--- config.mk ---
export PLATFORM = sky130hd
export DESIGN_NAME = motor_set_lock_source_select
export DESIGN_NICKNAME = d
export VERILOG_FILES = /design/src/rtl/motor_set_lock_pkg.sv /design/src/rtl/motor_set_lock_source_select.sv
export VERILOG_INCLUDE_DIRS = /design/src /design/src/rtl
export SDC_FILE = /design/constraint.sdc
export NUM_CORES = 1
export LEC_CHECK = 0
export ABC_AREA = 1
export BUFFER_PORTS_ARGS = -buffer_cell sky130_fd_sc_hd__buf_4
export CORE_MARGIN = 1.5
export CORE_UTILIZATION = 40
export DETAILED_ROUTE_END_ITERATION = 8
export SKIP_LAST_GASP = 1
export SYNTH_ARGS = -nofsm -noshare
export SYNTH_HDL_FRONTEND = slang
export SYNTH_SLANG_ARGS = --single-unit
--- constraint.sdc ---
create_clock -name ref_clk -period 4.2 [get_ports ref_clk]
set_input_delay 0.84 -clock ref_clk [delete_from_list [all_inputs] [get_ports ref_clk]]
set_output_delay 0.84 -clock ref_clk [all_outputs]
set_load 0.02 [all_outputs]
--- src/rtl/motor_set_lock_defs.svh ---
// Constants for motor bank select, parameter lock and source forcing
`ifndef MOTOR_SET_LOCK_DEFS_SVH
`define MOTOR_SET_LOCK_DEFS_SVH

// Terminal function codes
`define FUNC_BANK2_SELECT    8'h08
`define FUNC_SOFT_LOCK       8'h15
`define FUNC_BANK3_SELECT    8'h17
`define FUNC_FORCE_PANEL     8'h31
`define FUNC_FORCE_TERMINAL  8'h51
`define FUNC_RESET_VALUE     8'h00

// Lock modes
`define LOCK_ALL_BY_INPUT    8'h00
`define LOCK_FREQ_BY_INPUT   8'h01
`define LOCK_ALL_ALWAYS      8'h02
`define LOCK_FREQ_ALWAYS     8'h03
`define LOCK_RUN_ACCESS      8'h10
`define LOCK_MODE_RESET      8'h00

// Command source codes
`define SRC_TERMINAL         8'h01
`define SRC_PANEL            8'h02
`define SRC_RESET            8'h02

// Register map, byte addresses
`define REG_ADDR_W           8
`define REG_DATA_W           8
`define ADDR_TERM_FUNC_BASE  8'h00
`define ADDR_TERM_FUNC_LAST  8'h07
`define ADDR_LOCK_MODE       8'h08
`define ADDR_FREQ_SOURCE     8'h09
`define ADDR_RUN_SOURCE      8'h0A
`define ADDR_STATUS          8'h0B

// Status field positions
`define STAT_LOCK_IN         0
`define STAT_FORCE_PANEL     1
`define STAT_FORCE_TERMINAL  2
`define STAT_OUTPUT_STOP     3
`define STAT_MOTOR_RUNNING   4

`endif

--- src/rtl/motor_set_lock_pkg.sv ---
// Types for motor bank select, parameter lock and source forcing
package motor_set_lock_pkg;

   typedef enum logic [1:0] {
      BANK_FIRST,
      BANK_SECOND,
      BANK_THIRD
   } bank_t;

   // Parameter write request from the control core
   typedef struct packed {
      logic valid;
      logic is_lock_mode;
      logic is_freq_exempt;
      logic run_adjustable;
      logic has_bank3;
      logic run_access;
   } param_req_t;

   // Answer to a parameter write request
   typedef struct packed {
      logic  valid;
      logic  grant;
      bank_t bank;
   } param_ans_t;

endpackage : motor_set_lock_pkg

--- src/rtl/motor_set_lock_source_select.sv ---
// Bank select, parameter write lock and command source forcing
//
// The plain strobed port and the placing of the registers were decided locally.
`timescale 1ns/100ps
`default_nettype none
`include "motor_set_lock_defs.svh"

// Notes on behaviour
// Terminal set to function 08 selects the second parameter bank.
// Terminal set to function 17 selects the third parameter bank.
// Both bank selects on: second bank wins.
// Bank changes are held off while running, applied once stopped.
// No bank indication; the controller tracks bank from its own inputs.
// While running only run-adjustable parameters may be written.
// Terminal set to function 15 is the soft lock input.
// Mode 00: lock input on protects all but lock mode.
// Mode 01: lock input on protects all but lock mode and frequencies.
// Modes 02 and 03 ignore lock input and always protect.
// Mode 10: writes allowed only through run-time access mode.
// Terminal set to function 31 forces the operator panel.
// Force off uses configured sources; panel force uses the panel.
// Terminal set to function 51 forces the terminal block.
// Terminal force takes both commands from the terminal block.
// Source change while running cancels run and stops output.
// Controller drops all run commands, then issues a fresh one.
// Any function may sit on any of the eight terminals.
// No bank select uses bank one; missing third copy uses bank one.
// Panel force has priority over terminal force.
module motor_set_lock_source_select #(
   parameter int NUM_TERMINALS = 8
) (
   // Clock and reset
   input  wire logic                          ref_clk,
   input  wire logic                          reset_n,
   // Intelligent input terminals, asynchronous
   input  wire logic [NUM_TERMINALS-1:0]      term_in,
   // Control core status
   input  wire logic                          motor_running,
   input  wire logic                          run_cmd_any,
   // Parameter write check
   input  wire motor_set_lock_pkg::param_req_t param_req,
   output var  motor_set_lock_pkg::param_ans_t param_ans,
   // Active bank and command sources
   output var  motor_set_lock_pkg::bank_t     active_bank,
   output logic [7:0]                         freq_src,
   output logic [7:0]                         run_src,
   output logic                               output_stop,
   // Register port
   input  wire logic [`REG_ADDR_W-1:0]        reg_addr,
   input  wire logic [`REG_DATA_W-1:0]        reg_wdata,
   input  wire logic                          reg_wr,
   input  wire logic                          reg_rd,
   output logic [`REG_DATA_W-1:0]             reg_rdata
);

   logic [NUM_TERMINALS-1:0]       term_meta;
   logic [NUM_TERMINALS-1:0]       term_sync;
   logic [NUM_TERMINALS-1:0][7:0]  term_func;
   logic [7:0]                     lock_mode_setting;
   logic [7:0]                     freq_source_setting;
   logic [7:0]                     run_source_setting;
   logic                           bank2_select;
   logic                           bank3_select;
   logic                           soft_lock_input;
   logic                           force_panel_input;
   logic                           force_terminal_input;
   motor_set_lock_pkg::bank_t      next_bank;
   logic [7:0]                     next_freq_src;
   logic [7:0]                     next_run_src;
   logic                           source_change;
   logic                           write_ok;
   logic [`REG_DATA_W-1:0]         status_word;

   // Any terminal holding the code and switched on
   function automatic logic func_on(
      input logic [NUM_TERMINALS-1:0]      levels,
      input logic [NUM_TERMINALS-1:0][7:0] funcs,
      input logic [7:0]                    code
   );
      logic hit;
      hit = 1'b0;
      for (int i = 0; i < NUM_TERMINALS; i++) begin
         if (funcs[i] == code && levels[i]) begin
            hit = 1'b1;
         end
      end
      return hit;
   endfunction : func_on

   // Write protection by lock mode, lock input and run state
   function automatic logic lock_allows(
      input logic [7:0]                     mode,
      input logic                           lock_in,
      input logic                           running,
      input motor_set_lock_pkg::param_req_t req
   );
      logic ok;
      ok = 1'b1;
      case (mode)
         `LOCK_ALL_BY_INPUT:  ok = !lock_in || req.is_lock_mode;
         `LOCK_FREQ_BY_INPUT: ok = !lock_in || req.is_lock_mode
                                   || req.is_freq_exempt;
         `LOCK_ALL_ALWAYS:    ok = req.is_lock_mode;
         `LOCK_FREQ_ALWAYS:   ok = req.is_lock_mode
                                   || req.is_freq_exempt;
         `LOCK_RUN_ACCESS:    ok = req.run_access;
         default:             ok = 1'b1;
      endcase
      // Lock mode stays writable except under mode 10, or while running if not run-adjustable
      if (running && !req.run_adjustable) begin
         ok = 1'b0;
      end
      return ok;
   endfunction : lock_allows

   // Terminals are switches from outside; two flops before any use
   always_ff @(posedge ref_clk or negedge reset_n) begin
      if (!reset_n) begin
         term_meta <= '0;
         term_sync <= '0;
      end else begin
         term_meta <= term_in;
         term_sync <= term_meta;
      end
   end

   // Functions decoded from whichever terminal carries them
   always_comb begin
      bank2_select = func_on(term_sync, term_func,
                             `FUNC_BANK2_SELECT);
      bank3_select = func_on(term_sync, term_func,
                             `FUNC_BANK3_SELECT);
      soft_lock_input = func_on(term_sync, term_func,
                                `FUNC_SOFT_LOCK);
      force_panel_input = func_on(term_sync, term_func,
                                  `FUNC_FORCE_PANEL);
      force_terminal_input = func_on(term_sync, term_func,
                                     `FUNC_FORCE_TERMINAL);
   end

   // Bank selection
   always_comb begin
      if (bank2_select) begin
         next_bank = motor_set_lock_pkg::BANK_SECOND;
      end else if (bank3_select) begin
         next_bank = motor_set_lock_pkg::BANK_THIRD;
      end else begin
         next_bank = motor_set_lock_pkg::BANK_FIRST;
      end
   end

   // Bank only moves while stopped, so a running motor keeps its data
   always_ff @(posedge ref_clk or negedge reset_n) begin
      if (!reset_n) begin
         active_bank <= motor_set_lock_pkg::BANK_FIRST;
      end else if (!motor_running) begin
         active_bank <= next_bank;
      end
   end

   // Effective command sources
   always_comb begin
      if (force_panel_input) begin
         next_freq_src = `SRC_PANEL;
         next_run_src  = `SRC_PANEL;
      end else if (force_terminal_input) begin
         next_freq_src = `SRC_TERMINAL;
         next_run_src  = `SRC_TERMINAL;
      end else begin
         next_freq_src = freq_source_setting;
         next_run_src  = run_source_setting;
      end
      source_change = (next_freq_src != freq_src)
                      || (next_run_src != run_src);
   end

   always_ff @(posedge ref_clk or negedge reset_n) begin
      if (!reset_n) begin
         freq_src <= `SRC_RESET;
         run_src  <= `SRC_RESET;
      end else begin
         freq_src <= next_freq_src;
         run_src  <= next_run_src;
      end
   end

   // Stop holds until every run command is dropped, so no restart
   // happens on a command left standing at the new source
   always_ff @(posedge ref_clk or negedge reset_n) begin
      if (!reset_n) begin
         output_stop <= 1'b0;
      end else if (source_change && motor_running) begin
         output_stop <= 1'b1;
      end else if (!run_cmd_any) begin
         output_stop <= 1'b0;
      end
   end

   // Parameter write check, answered one cycle after the request
   always_comb begin
      write_ok = lock_allows(lock_mode_setting, soft_lock_input,
                             motor_running, param_req);
   end

   always_ff @(posedge ref_clk or negedge reset_n) begin
      if (!reset_n) begin
         param_ans <= '0;
      end else begin
         param_ans.valid <= param_req.valid;
         param_ans.grant <= param_req.valid && write_ok;
         if (active_bank == motor_set_lock_pkg::BANK_THIRD
             && !param_req.has_bank3) begin
            param_ans.bank <= motor_set_lock_pkg::BANK_FIRST;
         end else begin
            param_ans.bank <= active_bank;
         end
      end
   end

   // Register writes
   always_ff @(posedge ref_clk or negedge reset_n) begin
      if (!reset_n) begin
         for (int i = 0; i < NUM_TERMINALS; i++) begin
            term_func[i] <= `FUNC_RESET_VALUE;
         end
         lock_mode_setting   <= `LOCK_MODE_RESET;
         freq_source_setting <= `SRC_RESET;
         run_source_setting  <= `SRC_RESET;
      end else if (reg_wr) begin
         for (int i = 0; i < NUM_TERMINALS; i++) begin
            if (reg_addr == `ADDR_TERM_FUNC_BASE + 8'(i)) begin
               term_func[i] <= reg_wdata;
            end
         end
         case (reg_addr)
            `ADDR_LOCK_MODE:   lock_mode_setting   <= reg_wdata;
            `ADDR_FREQ_SOURCE: freq_source_setting <= reg_wdata;
            `ADDR_RUN_SOURCE:  run_source_setting  <= reg_wdata;
            default: ;
         endcase
      end
   end

   // Status deliberately leaves the active bank out
   always_comb begin
      status_word = '0;
      status_word[`STAT_LOCK_IN]        = soft_lock_input;
      status_word[`STAT_FORCE_PANEL]    = force_panel_input;
      status_word[`STAT_FORCE_TERMINAL] = force_terminal_input;
      status_word[`STAT_OUTPUT_STOP]    = output_stop;
      status_word[`STAT_MOTOR_RUNNING]  = motor_running;
   end

   // Read data stands only in the cycle after the strobe
   always_ff @(posedge ref_clk or negedge reset_n) begin
      if (!reset_n) begin
         reg_rdata <= '0;
      end else if (reg_rd) begin
         if (reg_addr <= `ADDR_TERM_FUNC_LAST) begin
            reg_rdata <= term_func[reg_addr[2:0]];
         end else begin
            case (reg_addr)
               `ADDR_LOCK_MODE:   reg_rdata <= lock_mode_setting;
               `ADDR_FREQ_SOURCE: reg_rdata <= freq_source_setting;
               `ADDR_RUN_SOURCE:  reg_rdata <= run_source_setting;
               `ADDR_STATUS:      reg_rdata <= status_word;
               default:           reg_rdata <= '0;
            endcase
         end
      end else begin
         reg_rdata <= '0;
      end
   end

   a_bank_held_running: assert property (
      @(posedge ref_clk) disable iff (!reset_n)
      $past(motor_running) |-> active_bank == $past(active_bank))
      else $error("Bank changed while motor running");

   a_bank2_priority: assert property (
      @(posedge ref_clk) disable iff (!reset_n)
      (bank2_select && !motor_running)
      |=> active_bank == motor_set_lock_pkg::BANK_SECOND)
      else $error("Second bank did not win");

   a_bank_first_idle: assert property (
      @(posedge ref_clk) disable iff (!reset_n)
      (!bank2_select && !bank3_select && !motor_running)
      |=> active_bank == motor_set_lock_pkg::BANK_FIRST)
      else $error("First bank not used when idle");

   a_panel_forced: assert property (
      @(posedge ref_clk) disable iff (!reset_n)
      force_panel_input |=> freq_src == `SRC_PANEL
                            && run_src == `SRC_PANEL)
      else $error("Panel force not applied");

   a_terminal_forced: assert property (
      @(posedge ref_clk) disable iff (!reset_n)
      (force_terminal_input && !force_panel_input)
      |=> freq_src == `SRC_TERMINAL && run_src == `SRC_TERMINAL)
      else $error("Terminal force not applied");

   a_stop_on_change: assert property (
      @(posedge ref_clk) disable iff (!reset_n)
      (motor_running && (next_run_src != run_src)) |=> output_stop)
      else $error("Source change did not stop output");

   a_lock_mode_02: assert property (
      @(posedge ref_clk) disable iff (!reset_n)
      (param_req.valid && lock_mode_setting == `LOCK_ALL_ALWAYS
       && !param_req.is_lock_mode) |=> param_ans.valid && !param_ans.grant)
      else $error("Mode 02 granted a protected write");

   a_lock_mode_00: assert property (
      @(posedge ref_clk) disable iff (!reset_n)
      (param_req.valid && lock_mode_setting == `LOCK_ALL_BY_INPUT
       && !soft_lock_input && !motor_running) |=> param_ans.grant)
      else $error("Mode 00 refused with lock off");

   a_run_adjust: assert property (
      @(posedge ref_clk) disable iff (!reset_n)
      (param_req.valid && motor_running && !param_req.run_adjustable)
      |=> !param_ans.grant)
      else $error("Run-time write to fixed parameter");

   a_bank3_select: assert property (
      @(posedge ref_clk) disable iff (!reset_n)
      (bank3_select && !bank2_select && !motor_running)
      |=> active_bank == motor_set_lock_pkg::BANK_THIRD)
      else $error("Third bank not selected");

   a_mode01_exempt: assert property (
      @(posedge ref_clk) disable iff (!reset_n)
      (param_req.valid && lock_mode_setting == `LOCK_FREQ_BY_INPUT
       && param_req.is_freq_exempt && !motor_running) |=> param_ans.grant)
      else $error("Mode 01 refused an exempt write");

   a_mode10_refuse: assert property (
      @(posedge ref_clk) disable iff (!reset_n)
      (param_req.valid && lock_mode_setting == `LOCK_RUN_ACCESS
       && !param_req.run_access) |=> !param_ans.grant)
      else $error("Mode 10 granted without run access");

   a_config_source: assert property (
      @(posedge ref_clk) disable iff (!reset_n)
      (!force_panel_input && !force_terminal_input)
      |=> freq_src == $past(freq_source_setting)
          && run_src == $past(run_source_setting))
      else $error("Configured source not followed");

   a_read_one_cycle: assert property (
      @(posedge ref_clk) disable iff (!reset_n)
      !$past(reg_rd) |-> reg_rdata == '0)
      else $error("Read data outside its cycle");

endmodule : motor_set_lock_source_select
`default_nettype wire

Yosys cells after proc, flatten, opt, wreduce, memory -nomap -nowiden

Cells that the tools add are included.

Output and inout bits: 31
Logic and storage cells: 202
Input port bits: 36
Flip-flop bits (word level): 135

$lt $le $gt $ge: 2
Equality and inequality tests: 59
Reductions and logical operators: 64
Multiplexer cells: 56

Operators by type and width:

| cell                                                        | count |
|---|---|
| == test 8 x 5 -> 1 bit (second input constant)              | 17 |
| == test 8 x 4 -> 1 bit (second input constant)              | 12 |
| == test 8 x 6 -> 1 bit (second input constant)              | 8 |
| == test 8 x 7 -> 1 bit (second input constant)              | 8 |
| two-way mux 8 bit                                           | 7 |
| logical AND 1 bit                                           | 44 |
| two-way mux 1 bit                                           | 43 |
| == test 8 x 2 -> 1 bit (second input constant)              | 4 |
| == test 8 x 3 -> 1 bit (second input constant)              | 4 |
| case mux 8 bit (4 select lines)                             | 1 |
| binary-select mux 8 bit (select 3 bit)                      | 1 |
| AND reduction 2 bit                                         | 11 |
| == test 8 x 1 -> 1 bit (second input constant)              | 2 |
| logical NOT 8 bit                                           | 2 |
| inequality test 8 bit                                       | 2 |
| <= comparator 8 x 3 -> 1 bit (second input constant)        | 1 |
| two-way mux 2 bit                                           | 3 |
| case mux 1 bit (5 select lines)                             | 1 |
| logical OR 1 bit                                            | 4 |
| less-than comparator 3 x 4 -> 1 bit (second input constant) | 1 |
| logical NOT 1 bit                                           | 3 |
| == test 2 bit (second input constant)                       | 1 |
| inequality test 2 x 1 -> 1 bit (second input constant)      | 1 |

Longest topological paths before layout

Depth in word-level cells: 16
Depth in mapped cells: 18
Depth with buffers taken out: 17

Worst setup path after synthesis

OpenSTA, ideal clock, no wires.

Path kind: in2reg
Start point: in reg_addr[4]
End point: reg reg_rdata[0]
Setup time: 0.129 ns
Stages on the path: 6
Data arrival time: 1.996 ns
Required time: 4.071 ns
Path slack: 2.076 ns
Path through: nor2_1 nand2_1 nor2_1 inv_1 o311ai_0 inv_1

Longest elaborated chain between the ends: 4

Ends and longest elaborated chain:

| item                                                                 | line                                | source |
|---|---|---|
| from (decl)                                                          | motor_set_lock_source_select.sv:49  | `` input wire logic [`REG_ADDR_W-1:0] reg_addr, `` |
| branches (longest 2 deep; another with <= comparator 8 x 3 -> 1 bit) | n/a                                 |  |
| two-way mux 8 bit (*)                                                | motor_set_lock_source_select.sv:259 | `` if (reg_addr <= `ADDR_TERM_FUNC_LAST) begin `` |
| two-way mux 8 bit (*)                                                | motor_set_lock_source_select.sv:258 | `end else if (reg_rd) begin` |
| to (signal assigned)                                                 | motor_set_lock_source_select.sv:260 | `reg_rdata <= term_func[reg_addr[2:0]];` |
| to (signal assigned)                                                 | motor_set_lock_source_select.sv:263 | `` `ADDR_LOCK_MODE: reg_rdata <= lock_mode_setting; `` |
| to (signal assigned)                                                 | motor_set_lock_source_select.sv:264 | `` `ADDR_FREQ_SOURCE: reg_rdata <= freq_source_setting; `` |
| to (decl)                                                            | motor_set_lock_source_select.sv:53  | `` output logic [`REG_DATA_W-1:0] reg_rdata `` |

Mark *: on every way between the ends.
A chain may end at the register's enable or synchronous reset.

Worst setup path in the final report

Ends and elaborated chain as after synthesis.

==> results.sh <==
export IMPL_dpl_cell_count=1118
export IMPL_io_pins=67
export IMPL_crit_required_ns=4.50
export IMPL_finalSetupViolCount=0
export IMPL_postCtsHoldBufs=0
export IMPL_ir_drop_mv=0.286
export IMPL_core_um2=17200
export IMPL_drt_iter0_markers=649
export IMPL_antenna_found_initial=0
export IMPL_pre_cts_slack_ns=1.27
export IMPL_area_growth_pct=18.1
export IMPL_insertion_delay_ns=0.42
export IMPL_num_vias=6098
export IMPL_wl_per_cell_um=18.2
export IMPL_place_hpwl_um=15300
export IMPL_ys_ff_latch=135
export IMPL_slew_violations=0
export IMPL_synth_nets=891
export IMPL_grt_setup_unrepaired="no"
export IMPL_pwr_share_comb_pct=9.8
export IMPL_netSwitchingFraction_pct=25.5
export IMPL_worst_setup_path_type="input pin to flop"
export IMPL_power_density_nw_per_um2=408
export IMPL_dpl_cell_area_um2=7610
export IMPL_p_clk_share_pct=47.5
export IMPL_clockRootBuffer="clkbuf_16"
export IMPL_cts_resized=0
export IMPL_p_leak_nw=3.87
export IMPL_grt_max_degree=85
export IMPL_htreeDepth=4
export IMPL_wl_um=20900
export IMPL_cts_sinks=135
export IMPL_ant_nets=0
export IMPL_viasPerCell=5.30
export IMPL_syn_cell_area_um2=6980
export IMPL_hold_depth=0
export IMPL_synth_distinct_cells=45
export IMPL_cts_buffer_depth=2
export IMPL_maxCapViolCount=0
export IMPL_io_buffers=66
export IMPL_finalSetupTns_ns=0
export IMPL_cp_depth=7
export IMPL_chipWidth_um=135
export IMPL_register_area_um2=3380
export IMPL_die_height_um=135
export IMPL_tritoncts="done"
export IMPL_overflow=0
export IMPL_synthTopCellsByCount="nand2_1 (202), dfrtp_1 (131), o21ai_0 (89)"
export IMPL_fin_crit_ns=2.51
export IMPL_placementRows=48
export IMPL_synth_async_reset_ratio_pct=100
export IMPL_power_mw=3.37
export IMPL_firstDrtPassIters=5
export IMPL_period_share_pct=59.8
export IMPL_drive_above_1_share_pct=21.1
export IMPL_grt_pass1_vias=5804
export IMPL_synth_edf_count=0
export IMPL_arrival_ns=2.81
export IMPL_synth_top_cell_by_area="dfrtp_1"
export IMPL_synthFlopType="dfrtp_1"
export IMPL_n_fill_cell=1728
export IMPL_multi_input_area_um2=3050
export IMPL_cp_top_family="simple AND/OR/NAND/NOR gates"
export IMPL_hold_viol=0
export IMPL_finalClockSkew_ns=0.00839
export IMPL_ys_warn_count=0
export IMPL_final_net_count=948
export IMPL_crit_slowest_cell="nor2_1"
export IMPL_initial_core_util_pct=40.7
export IMPL_final_cell_area_um2=8250
export IMPL_switchingPower_uw=858
export IMPL_grt_pass1_wl_um=33500
export IMPL_crit_fanout=10
export IMPL_intPower_mw=2.51
export IMPL_fin_cells=1150
export IMPL_cts_clk_slew_worst_paths_ns=0.06
export IMPL_track_usage_pct=24.6
export IMPL_fmax_mhz=398
export IMPL_cp_num_buf_inv=3
export IMPL_yosysSeqAreaShare_pct=48.5
export IMPL_path_cells="buf_4 > nor2_1 > nand2_1 > nor2_1 > inv_1 > o311ai_0 > inv_1"
export IMPL_reg2reg_depth=17
export IMPL_remaining_drc_errors=0
export IMPL_worst_setup_path_start_kind="input pin"
export IMPL_synth_top_area_share_pct=46.9
export IMPL_syn_avg_cell_area_um2=8.17
export IMPL_synthTopCellsByArea="dfrtp_1 (47%), nand2_1 (11%), o21ai_0 (6.4%)"
export IMPL_worst_pin_slew_ns=0.857
export IMPL_netlist_instances=855
export IMPL_routabilityCongestion=0.932
export IMPL_die_area_um2=18300
export IMPL_antennaDiodeCount=0
export IMPL_whs_ns=0.346
export IMPL_synth_most_common_cell="nand2_1"
export IMPL_r2r_slack_ns=2.00
export IMPL_outcome="finished, final reports clean"
export IMPL_hold_path_class="flop to flop"
export IMPL_critPathMaxStageDelay_ns=0.67
export IMPL_worst_slack_ns=1.69
export IMPL_cts_buffers_inserted=17
export IMPL_critPathCaptureType="flop"
export IMPL_post_cts_buffers=0
export IMPL_sequentialPowerShare_pct=42.7
export IMPL_final_util_pct=48.0
export IMPL_relSlewSlack_pct=42.4
==> sequential cells by signal (all words and copies together), names as in the netlist <==
name                 count
term_func               64
freq_source_setting      8
freq_src                 8
lock_mode_setting        8
reg_rdata                8
run_source_setting       8
run_src                  8
term_meta                8
term_sync                8
param_ans                4
active_bank              2
output_stop              1
==> cell families after synthesis <==
kind of cell	share of synthesized area [%]
simple gates	29.1
compound gates	14.6
flops	48.5
buf+inv	7.87
==> power by group through the flow <==
stage	logic, mW	registers [mW]	clock network (mW)
after detailed placement	0.330	1.46	0
final	0.330	1.44	1.60
after CTS	0.332	1.44	1.62
after global placement	0.326	1.46	0
after global routing	0.372	1.45	1.67
after floorplan	0.178	1.45	0
==> metal layers <==
layer,global-route usage [%],up-vias,share of wire (%)
li1,-,2954,-
met1,34.8,2896,47
met2,37.5,207,45
met3,4.35,41,5.5
met4,9.44,0,2.9
met5,0,-,0
==> layout make-up <==
type | count | share of cell area (%)
clock buffer | 20 | 5.54
clock inverter | 12 | 2.14
inverter | 101 | 4.66
multi-input combinational | 589 | 37.0
sequential | 135 | 41.0
tap | 225 | 3.41
timing repair buffer | 68 | 6.24
==> final timing paths <==
path                                          start                                  to
setup / recovery                        reg_addr[4]              reg_rdata[0]$_DFF_PN0_
hold reg to reg              term_meta[3]$_DFF_PN0_              term_sync[3]$_DFF_PN0_
setup reg to reg           term_func[1]$_DFFE_PN0P_             output_stop$_DFFE_PN0P_
hold / removal               term_meta[3]$_DFF_PN0_              term_sync[3]$_DFF_PN0_
min in group asynchronous                   reset_n           term_func[61]$_DFFE_PN0P_
max in group asynchronous                   reset_n  freq_source_setting[1]$_DFFE_PN1P_
==> layout by cell type, fill, tap and decap left out, types with 12 or more instances in the layout <==
cell | Yosys | layout
buf_4 | 0 | 67
nand2_1 | 202 | 202
nand2_2 | 19 | 19
o22ai_1 | 28 | 28
nand3_2 | 12 | 12
nor3_1 | 17 | 17
nor2_1 | 64 | 64
nor2_2 | 16 | 16
clkbuf_16 | 0 | 17
inv_2 | 22 | 22
nand3_1 | 41 | 41
o21ai_0 | 89 | 89
dfrtp_1 | 131 | 131
o21ai_1 | 24 | 24
inv_1 | 76 | 76
Power figures use the tool's default switching activity.
